<file path="src/afe_bias_phase_pkg.sv">
// constants, field layouts and reset values for the input bias and phase block
package afe_bias_phase_pkg;

  // ==========================================================================
  // register byte offsets on the control bus
  localparam logic [7:0] cfg1_offset      = 8'h00;
  localparam logic [7:0] cfg2_offset      = 8'h04;
  localparam logic [7:0] clamp_ref_offset = 8'h08;
  localparam logic [7:0] bias_offset      = 8'h0c;
  localparam logic [7:0] phase_offset     = 8'h10;
  localparam logic [7:0] status_offset    = 8'h14;

  // ==========================================================================
  // field positions
  localparam int follower_bit   = 7;  // main config 1
  localparam int pixel_rate_bit = 2;  // main config 1
  localparam int mode_lsb       = 0;  // main config 1, two bits
  localparam int range_bit      = 4;  // main config 2, 1 = 1.2 V range
  localparam int ref_sel_lsb    = 4;  // clamp reference, two bits
  localparam int dac_code_lsb   = 0;  // clamp reference, four bits
  localparam int cds_bit        = 0;  // bias
  localparam int divider_lsb    = 1;  // bias, three bits r g b
  localparam int clamp_en_bit   = 4;  // bias
  localparam int phase_sel_lsb  = 0;  // phase, two bits
  localparam int clamp_pos_lsb  = 4;  // phase, four bits
  localparam int sample_pos_lsb = 8;  // phase, four bits

  // ==========================================================================
  // encodings
  typedef enum logic [1:0] {
    ref_ladder   = 2'b00,
    ref_dac      = 2'b01,
    ref_external = 2'b10,
    ref_spare    = 2'b11
  } ref_sel_type;

  typedef enum logic [1:0] {
    mode_one_a = 2'b00,
    mode_one_b = 2'b01,
    mode_two   = 2'b10,
    mode_three = 2'b11
  } chan_mode_type;

  localparam logic [1:0] resp_okay   = 2'b00;
  localparam logic [1:0] resp_slverr = 2'b10;

  // ==========================================================================
  // reset values
  localparam logic [7:0]  cfg1_reset      = 8'h03;
  localparam logic [7:0]  cfg2_reset      = 8'h00;
  localparam logic [7:0]  clamp_ref_reset = 8'h08;
  localparam logic [7:0]  bias_reset      = 8'h00;
  localparam logic [11:0] phase_reset     = 12'h000;
  localparam int          phase_count     = 4;

endpackage

</file>
<file path="src/afe_input_bias_and_coarse_phase.sv">
// input bias, clamp reference and coarse pixel phase control with axi4-lite
// Behaviour
// - cds mode switches internal dividers onto chosen red green blue inputs
// - cds mode may instead bias inputs by the clamp pulse method
// - config 1 bit 7 enables source follower on all three inputs
// - config 2 bit 4 zero selects 2.4 V range, gain one
// - clamp reference register chooses one of three pin voltage sources
// - after reset the clamp pin comes from half-supply resistor divider
// - ladder can be disconnected so the pin is driven externally
// - reference select 01 connects the reference dac buffer to the pin
// - dac code is four-bit offset binary, 1000 is mid scale
// - software picks one of four pixel phase clocks shifting sampling
// - default phase zero is aligned with the input clock
// - clamp and sample strobes placed finely inside selected phase
// - device generates sensor drive timing aligned to the input clock
// - config 1 bit 2 marks pixel-rate input, multiplied by channel count
//
// The AXI4-Lite slave port and the address map were left to the implementer.
module afe_input_bias_and_coarse_phase
  import afe_bias_phase_pkg::*;
#(
  parameter int addr_width = 8  // byte address bits decoded
) (
  input  wire logic                  aclk,            // converter-rate clock
  input  wire logic                  aresetn,         // sync reset, low
  input  wire logic [addr_width-1:0] awaddr,          // write address
  input  wire logic                  awvalid,         // write address valid
  output logic                       awready,         // write address ready
  input  wire logic [31:0]           wdata,           // write data
  input  wire logic [3:0]            wstrb,           // write byte lanes
  input  wire logic                  wvalid,          // write data valid
  output logic                       wready,          // write data ready
  output logic [1:0]                 bresp,           // write response
  output logic                       bvalid,          // write response valid
  input  wire logic                  bready,          // write response ready
  input  wire logic [addr_width-1:0] araddr,          // read address
  input  wire logic                  arvalid,         // read address valid
  output logic                       arready,         // read address ready
  output logic [31:0]                rdata,           // read data
  output logic [1:0]                 rresp,           // read response
  output logic                       rvalid,          // read data valid
  input  wire logic                  rready,          // read data ready
  input  wire logic                  clamp_window_in, // optical black window pin
  output logic [2:0]                 follower_enable, // r g b source followers
  output logic [2:0]                 divider_enable,  // r g b bias dividers
  output logic                       gain_two,        // 1.2 V range selected
  output logic                       ladder_connect,  // half-supply ladder on
  output logic                       dac_connect,     // reference dac buffer on
  output logic [3:0]                 dac_code,        // offset binary code
  output logic                       input_clamp_pulse, // input clamp switch
  output logic [3:0]                 coarse_phase_clock, // four phase clocks
  output logic                       clamp_strobe,    // reference-level strobe
  output logic                       sample_strobe,   // signal-level strobe
  output logic                       sensor_drive,    // sensor pixel clock
  output logic [1:0]                 clock_multiplier // 1, 2 or 3
);
  import afe_bias_phase_pkg::*;

  // offsets up to 8'h14 need five bits: a narrower bus could not reach the status register
  if (addr_width < 5 || addr_width > 8) begin
    $error("addr_width must be 5 to 8");
  end

  // ==========================================================================
  // state
  typedef struct packed {
    logic [7:0]  cfg1, cfg2, clamp_ref, bias, aw_addr;
    logic [11:0] phase;
    logic [3:0]  slot, w_strb, dac_code, coarse_phase_clock;
    logic [1:0]  active_phase, active_mode, bresp, rresp, clock_multiplier;
    logic [31:0] w_data, rdata;
    logic        awready, wready, bvalid, arready, rvalid;
    logic        win_meta, win_sync, run;
    logic [2:0]  follower_enable, divider_enable;
    logic        gain_two, ladder_connect, dac_connect, input_clamp_pulse;
    logic        clamp_strobe, sample_strobe, sensor_drive;
  } state_type;

  state_type st;
  state_type next_st;

  // slots per pixel: four coarse phases of one slot per channel
  function automatic logic [3:0] step_of(input logic [1:0] m);
    step_of = (m == mode_three) ? 4'h3 : (m == mode_two) ? 4'h2 : 4'h1;
  endfunction

  // byte lanes 0 and 1 only; upper lanes hold no register bits
  function automatic logic [15:0] merge(input logic [15:0] old,
                                        input logic [31:0] d,
                                        input logic [3:0]  s);
    merge = old;
    if (s[0]) merge[7:0] = d[7:0];
    if (s[1]) merge[15:8] = d[15:8];
  endfunction

  logic [3:0]  period, step, start, rel, clamp_pos, sample_pos;
  logic        boundary;
  logic [15:0] wv;
  logic [7:0]  ra;

  // ==========================================================================
  // next-state logic
  always_comb begin
    next_st = st;
    wv = 16'h0000;
    ra = 8'(araddr);

    // axi write: address and data taken in either order
    if (awvalid && st.awready) begin
      next_st.awready = 1'b0;
      next_st.aw_addr = 8'(awaddr);
    end
    if (wvalid && st.wready) begin
      next_st.wready = 1'b0;
      next_st.w_data = wdata;
      next_st.w_strb = wstrb;
    end
    if (!st.awready && !st.wready && !st.bvalid) begin
      next_st.bvalid = 1'b1;
      next_st.bresp  = resp_okay;
      if (st.aw_addr == cfg1_offset) begin
        wv = merge({8'h00, st.cfg1}, st.w_data, st.w_strb);
        next_st.cfg1 = wv[7:0];
      end else if (st.aw_addr == cfg2_offset) begin
        wv = merge({8'h00, st.cfg2}, st.w_data, st.w_strb);
        next_st.cfg2 = wv[7:0];
      end else if (st.aw_addr == clamp_ref_offset) begin
        wv = merge({8'h00, st.clamp_ref}, st.w_data, st.w_strb);
        next_st.clamp_ref = wv[7:0];
      end else if (st.aw_addr == bias_offset) begin
        wv = merge({8'h00, st.bias}, st.w_data, st.w_strb);
        next_st.bias = wv[7:0];
      end else if (st.aw_addr == phase_offset) begin
        wv = merge({4'h0, st.phase}, st.w_data, st.w_strb);
        next_st.phase = wv[11:0];
      end else if (st.aw_addr == status_offset) begin
        next_st.bresp = resp_okay;  // read-only, write ignored
      end else begin
        next_st.bresp = resp_slverr;
      end
    end
    if (st.bvalid && bready) begin
      next_st.bvalid  = 1'b0;
      next_st.awready = 1'b1;
      next_st.wready  = 1'b1;
    end

    // axi read: answer one cycle after the address is taken
    if (arvalid && st.arready) begin
      next_st.arready = 1'b0;
      next_st.rvalid  = 1'b1;
      next_st.rresp   = resp_okay;
      if (ra == cfg1_offset) begin
        next_st.rdata = {24'h00_0000, st.cfg1};
      end else if (ra == cfg2_offset) begin
        next_st.rdata = {24'h00_0000, st.cfg2};
      end else if (ra == clamp_ref_offset) begin
        next_st.rdata = {24'h00_0000, st.clamp_ref};
      end else if (ra == bias_offset) begin
        next_st.rdata = {24'h00_0000, st.bias};
      end else if (ra == phase_offset) begin
        next_st.rdata = {20'h0_0000, st.phase};
      end else if (ra == status_offset) begin
        next_st.rdata = {24'h00_0000, st.active_mode, st.active_phase,
                         st.slot};
      end else begin
        next_st.rdata = 32'h0000_0000;
        next_st.rresp = resp_slverr;
      end
    end
    if (st.rvalid && rready) begin
      next_st.rvalid  = 1'b0;
      next_st.arready = 1'b1;
    end

    // clamp window pin, two-stage synchroniser
    next_st.win_meta = clamp_window_in;
    next_st.win_sync = st.win_meta;
    next_st.run      = 1'b1;  // low until the first edge out of reset

    // pixel slot counter over the active channel mode
    step     = step_of(st.active_mode);
    period   = 4'(step << 2);
    boundary = (st.slot == period - 4'h1);
    next_st.slot = boundary ? 4'h0 : st.slot + 4'h1;
    // phase and mode swap at pixel boundary
    if (boundary) begin
      next_st.active_phase = st.phase[phase_sel_lsb +: 2];
      next_st.active_mode  = st.cfg1[mode_lsb +: 2];
    end

    start = 4'({2'b00, st.active_phase} * step);
    rel   = (st.slot >= start) ? st.slot - start : 4'(st.slot + period - start);
    // phase zero starts at slot zero
    for (int i = 0; i < phase_count; i++) begin
      next_st.coarse_phase_clock[i] =  // five bits: slot + period passes 15
        (5'({1'b0, st.slot} + {1'b0, period} - 5'(i * step))
         % {1'b0, period}) < {1'b0, period >> 1};
    end
    // fine strobe placement, clipped to period
    clamp_pos  = st.phase[clamp_pos_lsb +: 4];
    sample_pos = st.phase[sample_pos_lsb +: 4];
    if (clamp_pos >= period) begin
      clamp_pos = period - 4'h1;
    end
    if (sample_pos >= period) begin
      sample_pos = period - 4'h1;
    end
    next_st.clamp_strobe  = (rel == clamp_pos);
    next_st.sample_strobe = (rel == sample_pos);
    // sensor drive high first half of pixel
    next_st.sensor_drive = (st.slot < (period >> 1));

    // pixel-rate input multiplied by channel count
    next_st.clock_multiplier = st.cfg1[pixel_rate_bit] ? step[1:0] : 2'b01;

    // followers from config 1 bit 7
    next_st.follower_enable = {3{st.cfg1[follower_bit]}};
    // range bit zero gives gain one
    next_st.gain_two = st.cfg2[range_bit];
    next_st.divider_enable = st.bias[cds_bit] ? st.bias[divider_lsb +: 3]
                                              : 3'b000;
    // clamp pulse gated by synced window
    next_st.input_clamp_pulse = st.bias[clamp_en_bit] && st.win_sync;

    // ladder on its own select and on the spare select 11
    next_st.ladder_connect = (st.clamp_ref[ref_sel_lsb +: 2] == ref_ladder) ||
                             (st.clamp_ref[ref_sel_lsb +: 2] == ref_spare);
    next_st.dac_connect = (st.clamp_ref[ref_sel_lsb +: 2] == ref_dac);
    next_st.dac_code = st.clamp_ref[dac_code_lsb +: 4];
  end

  // ==========================================================================
  // state register
  always_ff @(posedge aclk) begin
    if (!aresetn) begin
      st <= '0;
      st.cfg1        <= cfg1_reset;
      st.cfg2        <= cfg2_reset;
      st.clamp_ref   <= clamp_ref_reset;
      st.bias        <= bias_reset;
      st.phase       <= phase_reset;
      st.active_mode <= mode_three;
      st.awready     <= 1'b1;
      st.wready      <= 1'b1;
      st.arready     <= 1'b1;
      st.ladder_connect <= 1'b1;
      st.dac_code    <= 4'h8;
    end else begin
      st <= next_st;
    end
  end

  // outputs straight from the state register
  assign awready = st.awready;
  assign wready  = st.wready;
  assign bresp   = st.bresp;
  assign bvalid  = st.bvalid;
  assign arready = st.arready;
  assign rdata   = st.rdata;
  assign rresp   = st.rresp;
  assign rvalid  = st.rvalid;
  assign follower_enable    = st.follower_enable;
  assign divider_enable     = st.divider_enable;
  assign gain_two           = st.gain_two;
  assign ladder_connect     = st.ladder_connect;
  assign dac_connect        = st.dac_connect;
  assign dac_code           = st.dac_code;
  assign input_clamp_pulse  = st.input_clamp_pulse;
  assign coarse_phase_clock = st.coarse_phase_clock;
  assign clamp_strobe       = st.clamp_strobe;
  assign sample_strobe      = st.sample_strobe;
  assign sensor_drive       = st.sensor_drive;
  assign clock_multiplier   = st.clock_multiplier;
endmodule

</file>
<file path="config.mk">
export PLATFORM = sky130hd
export DESIGN_NAME = afe_input_bias_and_coarse_phase
export DESIGN_NICKNAME = d
export VERILOG_FILES = /design/src/afe_bias_phase_pkg.sv /design/src/afe_input_bias_and_coarse_phase.sv
export SDC_FILE = /design/constraint.sdc
export NUM_CORES = 1
export LEC_CHECK = 0
export BUFFER_PORTS_ARGS = -buffer_cell sky130_fd_sc_hd__buf_2
export CAP_MARGIN = 10
export CORE_ASPECT_RATIO = 1.75
export CORE_UTILIZATION = 33
export DETAILED_ROUTE_END_ITERATION = 8
export GPL_ROUTABILITY_DRIVEN = 0
export PLACE_DENSITY = 0.49
export SLEW_MARGIN = 5
export SYNTH_ARGS = -nofsm -noshare
export SYNTH_HDL_FRONTEND = slang
export SYNTH_SLANG_ARGS = --single-unit
</file>
<file path="constraint.sdc">
create_clock -name aclk -period 12.4 [get_ports aclk]
set_input_delay 0.62 -clock aclk [delete_from_list [all_inputs] [get_ports aclk]]
set_output_delay 0.62 -clock aclk [all_outputs]
set_load 0.01 [all_outputs]
</file>
=== After elaboration in Yosys (flattened, before gate mapping) ===
Index checks and enable logic that the tools add are counted.

* Shift operators: 0
* Eq/ne operators: 17
* Reduce and logical (&&, ||, !) cells: 26
* Add/sub/neg operators: 9
* Bitwise gates (word level): 5
* Muxes and demuxes: 24
* Divide/modulo/power cells: 4
* Multiply operators: 2
* Magnitude comparators: 8

{| class="wikitable"
|+ Operators by type and width
! kind !! number
|-
| 12-bit 2-to-1 mux || 5
|-
| 8-bit by 4-bit == test with 1-bit output, second input constant || 4
|-
| 8-bit by 5-bit == test with 1-bit output, second input constant || 4
|-
| 2-bit 2-to-1 mux || 14
|-
| 5-bit by 3-bit less-than comparator with 1-bit output || 4
|-
| 5-bit by 4-bit modulo with 5-bit output || 4
|-
| 8-bit by 3-bit == test with 1-bit output, second input constant || 2
|-
| 8-bit logical NOT || 2
|-
| 7-bit AND reduction || 2
|-
| 4-bit == test || 3
|-
| 4-bit >= comparator || 3
|-
| 4-bit 2-to-1 mux || 3
|-
| 1-bit logical AND || 8
|-
| 8-bit 2-to-1 mux || 1
|-
| 4-bit subtractor || 2
|-
| 2-bit == test, second input constant || 3
|-
| 6-bit AND reduction || 1
|-
| 2-bit OR reduction || 3
|-
| 4-bit by 4-bit adder with 5-bit output || 1
|-
| 1-bit NOT || 5
|-
| 5-bit AND reduction || 1
|-
| 5-bit by 2-bit subtractor with 5-bit output || 1
|-
| 5-bit by 3-bit subtractor with 5-bit output || 1
|-
| 5-bit by 4-bit subtractor with 5-bit output || 1
|-
| other kinds (14) || 17
|}

* Bits in read-only memories: 0
* Logic and storage cells: 130
* Bits in writable memories: 0
* Output and inout port bits: 64
* Register bits: 138
* Input port bits: 60
* Memories kept: 0
* Latch bits: 0

=== Logic depth before layout (Yosys ltp) ===
* Word-level depth: 7
* Gate-level depth with buffers: 29
* Depth with buffers taken out: 27

=== Worst setup path after synthesis ===
No wires, ideal clock.

* Path kind: register to register
* Start: register st[91] (netlist bit)
* End: register st, in the netlist coarse_phase_clock[3]
* Library setup time: 103 ps
* Buffers on the path: 2
* Clock period less this slack: 5494 ps
* Arrival time: 5390 ps
* Cell stages (with the launch flop): 30
* Path slack: 6906 ps
* Data required time: 12297 ps
* Path through: dfxtp_1 > nand2b_1 > clkbuf_1 > ha_1 > inv_1 > fa_1 > clkbuf_1 > inv_1 > ha_1 > a21oi_1 > o211a_1 > xnor2_1 > ha_1 > nor2b_1 > nor2_1 > a21oi_1 > ha_1 > a21oi_1 > nand2_1 > o21ai_0 > nor3_1 > ha_1 > o21ai_0 > nand2b_1 > a21o_1 > nor2_1 > a21oi_1 > ha_1 > o21a_1 > a2111oi_2

* Word-level cells in the longest chain between the ends: 7
* Elaborated cells between the ends (all ways): 9
* Classes of those cells: 2 x add/sub; 1 x mul; 1 x div; 1 x order compare; 2 x eq/ne; 2 x mux

{| class="wikitable"
|+ RTL lines
! item !! line !! source
|-
| from (decl) || afe_input_bias_and_coarse_phase.sv:79 || <nowiki>state_type st;</nowiki>
|-
| from (signal assigned) || afe_input_bias_and_coarse_phase.sv:250 || <nowiki>st <= next_st;</nowiki>
|-
| 2-bit == test || afe_input_bias_and_coarse_phase.sv:84 || <nowiki>step_of = (m == mode_three) ? 4'h3 : (m == mode_two) ? 4'h2 : 4'h1;</nowiki>
|-
| 2-bit 2-to-1 mux || afe_input_bias_and_coarse_phase.sv:84 ||
|-
| 2-bit 2-to-1 mux * || afe_input_bias_and_coarse_phase.sv:84 ||
|-
| 2-bit by 2-bit multiplier with 4-bit output or 4-bit by 4-bit adder with 5-bit output (tied branches) || afe_input_bias_and_coarse_phase.sv:197 || <nowiki>(5'({1'b0, st.slot} + {1'b0, period} - 5'(i * step))</nowiki>
|-
| 5-bit by 4-bit subtractor with 5-bit output || afe_input_bias_and_coarse_phase.sv:197 ||
|-
| 5-bit by 4-bit modulo with 5-bit output || afe_input_bias_and_coarse_phase.sv:198 || <nowiki>% {1'b0, period}) < {1'b0, period >> 1};</nowiki>
|-
| 5-bit by 3-bit less-than comparator with 1-bit output * || afe_input_bias_and_coarse_phase.sv:198 ||
|}

Mark *: on every way between the ends. The rest lies on a longest branch, timed or not.
A chain may end at the register's enable or synchronous reset.

=== Worst setup path in the final report ===
* Start: register st[109] (netlist bit)
* End: register st, in the netlist coarse_phase_clock[3]

* Word-level cells in the longest chain between the ends: 4

{| class="wikitable"
|+ RTL lines
! item !! line
|-
| 4-bit by 4-bit adder with 5-bit output || afe_input_bias_and_coarse_phase.sv:197
|-
| 5-bit by 4-bit subtractor with 5-bit output || afe_input_bias_and_coarse_phase.sv:197
|-
| 5-bit by 4-bit modulo with 5-bit output || afe_input_bias_and_coarse_phase.sv:198
|-
| 5-bit by 3-bit less-than comparator with 1-bit output || afe_input_bias_and_coarse_phase.sv:198
|}

No other way between the ends.

==> impl_results.md <==
* Pwr Density at 128 nW/um2
* Reg2reg end: coarse_phase_clock[3]
* Pre-antenna DRT Iters at 6
* CTS Buf Count at 17
* Pwr Total at 1.01 mW
* Worst-path clk slew at 0.05 ns
* # nets final at 987
* P_leak at 3.49 nW
* Most instantiated cells after synthesis: 116 x dfxtp_1, 86 x nand2_1, 81 x nor2_1
* RR Startpoint: st[109]
* Endpoint, Worst Hold: next_st[14]
* Initial Util at 33.6%
* R2r setup slk at 6.84 ns
* Area share of the largest cell type after synthesis at 33.1%
* Worst setup SP type: flop
* Maximum net fanout on the critical path at 14
* # Max-Cap Violations at 0
* Top-count cell post-synth: dfxtp_1
* Syn_area_per_cell at 8.42 um2
* Overflow after GRT at 0
* Post-synth EDFFs at 0
* IO Pins at 124
* ANT nets after route at 0
* Worst EP required at 12.71 ns
* Largest net degree at the start of global routing at 58
* Register area share after synthesis at 33.1%
* Post-Synth XOR/XNOR Area at 4.07%
* Initial antenna violation count at 0
* Critical path capture point type: flop
* Hold buffers post-CTS at 0
* Worst Hold Class: primary input to flop
* Clk_lat worst skew at 0.42 ns
* Final Max Tran Viols at 0
* Fin crit period at 5.56 ns
* Least-Margin Pin Slew at 0.789 ns
* RSZ-0062 raised after global routing: no
* Routed len/inst at 15.9 um
* Vias in the first global route at 5529
* ANT cells at 0
* PostCTS Resize Cnt at 0
* Die W at 112 um
* Cells after synthesis at 833
* TNS Setup at 0 ns
* Layout cells sized above 1 at 15.1%
* Yosys cell types at 65
* Largest family of logic cells by synthesized area: simple AND/OR/NAND/NOR gates
* FMAX at 0.180 GHz
* Max VDD drop at 0.134 mV
* Compound-Gate Fraction of Synth Area at 16.1%
* Synth Flop Type: dfxtp_1
* Drt first-iter violations at 225
* Clk buf depth at 2
* Post-synth ARST share at 0%
* Hold path start: clamp_window_in
* Hpwl dp at 13500 um
* First-pass GRT wire length at 29100 um
* Via count at 5722
* Routed WL at 18000 um
* CTS tree: done
* CTS Sinks at 116
* Drt drc at 3
* H-Tree Level Count at 4
* Synth-to-layout area growth at 12.3%
* Adder-cell share of the synthesized area at 10.9%
* Synthesis-stage register bit count at 116
* Multiplexer area fraction after synthesis at 6.87%
* Clk Tree Root Cell: clkbuf_16
* Min-Delay Path Depth at 2
* Placement Setup Slack at 6.81 ns
* Die height at 195 um
* Final setup violation count at 0
* Row count at 70
* Setup WS post-layout at 6.84 ns
* WS Path Type: flop to flop
* Status: finished, violations left
* Setup repair bufs after CTS at 0
* Input/output buffers at 79
* Fin crit share at 44.8%
* Cell taking the most area after synthesis: dfxtp_1
* Mapped Area at 7010 um2
* Synth Area in Simple Gates at 19.0%
* Fin Clk Skew at 0.00907 ns
* Die area at 21900 um2
* Core Area at 20800 um2
* Cell count of the worst reg-to-reg path at 25
* Slew margin rel. at 47.4%
* Failing checks: DRC
* Crit path DAT at 5.87 ns
* Yosys Warn Count at 0
* Vias per cell at 5.05
* Gr usage total at 17.2%
* Hold Fails Final Rpt at 0
* Top post-synthesis cells by area: dfxtp_1 33%, ha_1 9.5%, mux2i_1 6.7%, buf_4 5.7%, a21oi_1 5.2%
## registers in the layout, indices dropped and copies added, names as in the netlist, 2 cells and up
signal and cells:
divider_enable 3, next_st 7, dac_code 4, clock_multiplier 2
st 69, rdata 12, coarse_phase_clock 4
## per-stage QoR
stage / hold slack [ns] / std cells / utilization, % / area, um2
2_1_floorplan: 0.412 / 854 / - / 7090
3_3_place_gp: 0.414 / 1102 / 35.1 / 7310
3_5_place_dp: 0.424 / 1102 / 35.1 / 7310
4_1_cts: 0.397 / 1134 / 37.8 / 7880
5_1_grt: 0.399 / 1134 / 37.8 / 7880
6_report: 0.406 / 1134 / 37.8 / 7880
## critical path, cell delays in order, from the launching register on
cell,delay [ns]
dfxtp_1,0.64
ha_1,0.23
inv_1,0.05
fa_1,0.74
inv_1,0.12
ha_1,0.36
a21oi_1,0.16
o211a_1,0.25
xnor2_1,0.16
ha_1,0.17
nor2b_1,0.21
nor2_1,0.06
a21oi_1,0.14
ha_1,0.28
a21oi_1,0.18
nand2_1,0.09
o21ai_0,0.15
nor3_1,0.08
ha_1,0.30
o21ai_0,0.09
nand2b_1,0.10
a21o_1,0.19
a21oi_1,0.16
ha_1,0.24
o21a_1,0.11
a2111oi_2,0.20
## cells in the final DEF (no fill, tap or decap), types with 22 or more instances in the layout
master,synthesis,layout
o21ai_0,30,30
nor2_1,81,81
nand2_1,86,86
buf_2,3,79
mux2i_1,47,47
a21oi_1,73,73
dfxtp_1,116,116
inv_1,41,40
ha_1,53,53
conb_1,1,22
## worst max-delay path by stage
stage,from,end,slack (ns),depth (start not counted)
after floorplan,st[91],coarse_phase_clock[3],6.91,29
after global placement,st[109],coarse_phase_clock[3],6.87,25
after detailed placement,st[109],coarse_phase_clock[3],6.81,25
after CTS,st[109],coarse_phase_clock[3],6.79,25
after global routing,st[109],coarse_phase_clock[3],6.27,26
final,st[109],coarse_phase_clock[3],6.84,25
## cell families after synthesis
family                     Yosys count
buffers and inverters              132
DFF                                116
other                                1
and+or+nand+nor                    272
AOI/OAI and AO/OA                  175
muxes                               48
adders and majority gates           58
xor gates and xnor gates            31
## area by class of cell
cell class              count  area [um2]
clock inverters            14         139
flip-flops and latches    116        2320
repair buffers             85         440
multi-input cells         606        4070
clock buffers              18         429
well taps                 252         315
inverters                  43         161
fillers                  2205       13000
## layer usage
layer	vias up	wire, um	track usage, %
met5	-	0	0
li1	2893	-	-
met4	0	446	7.46
met2	113	10200	34.0
met3	26	461	2.65
met1	2690	6960	17.5
## report_power, final
part / switching, mW / internal, mW
Clock: 0.179 / 0.293
Sequential: 0.0126 / 0.385
Combinational: 0.0810 / 0.0573
Total: 0.273 / 0.736
Note: power is estimated with default switching activity, not from simulation.
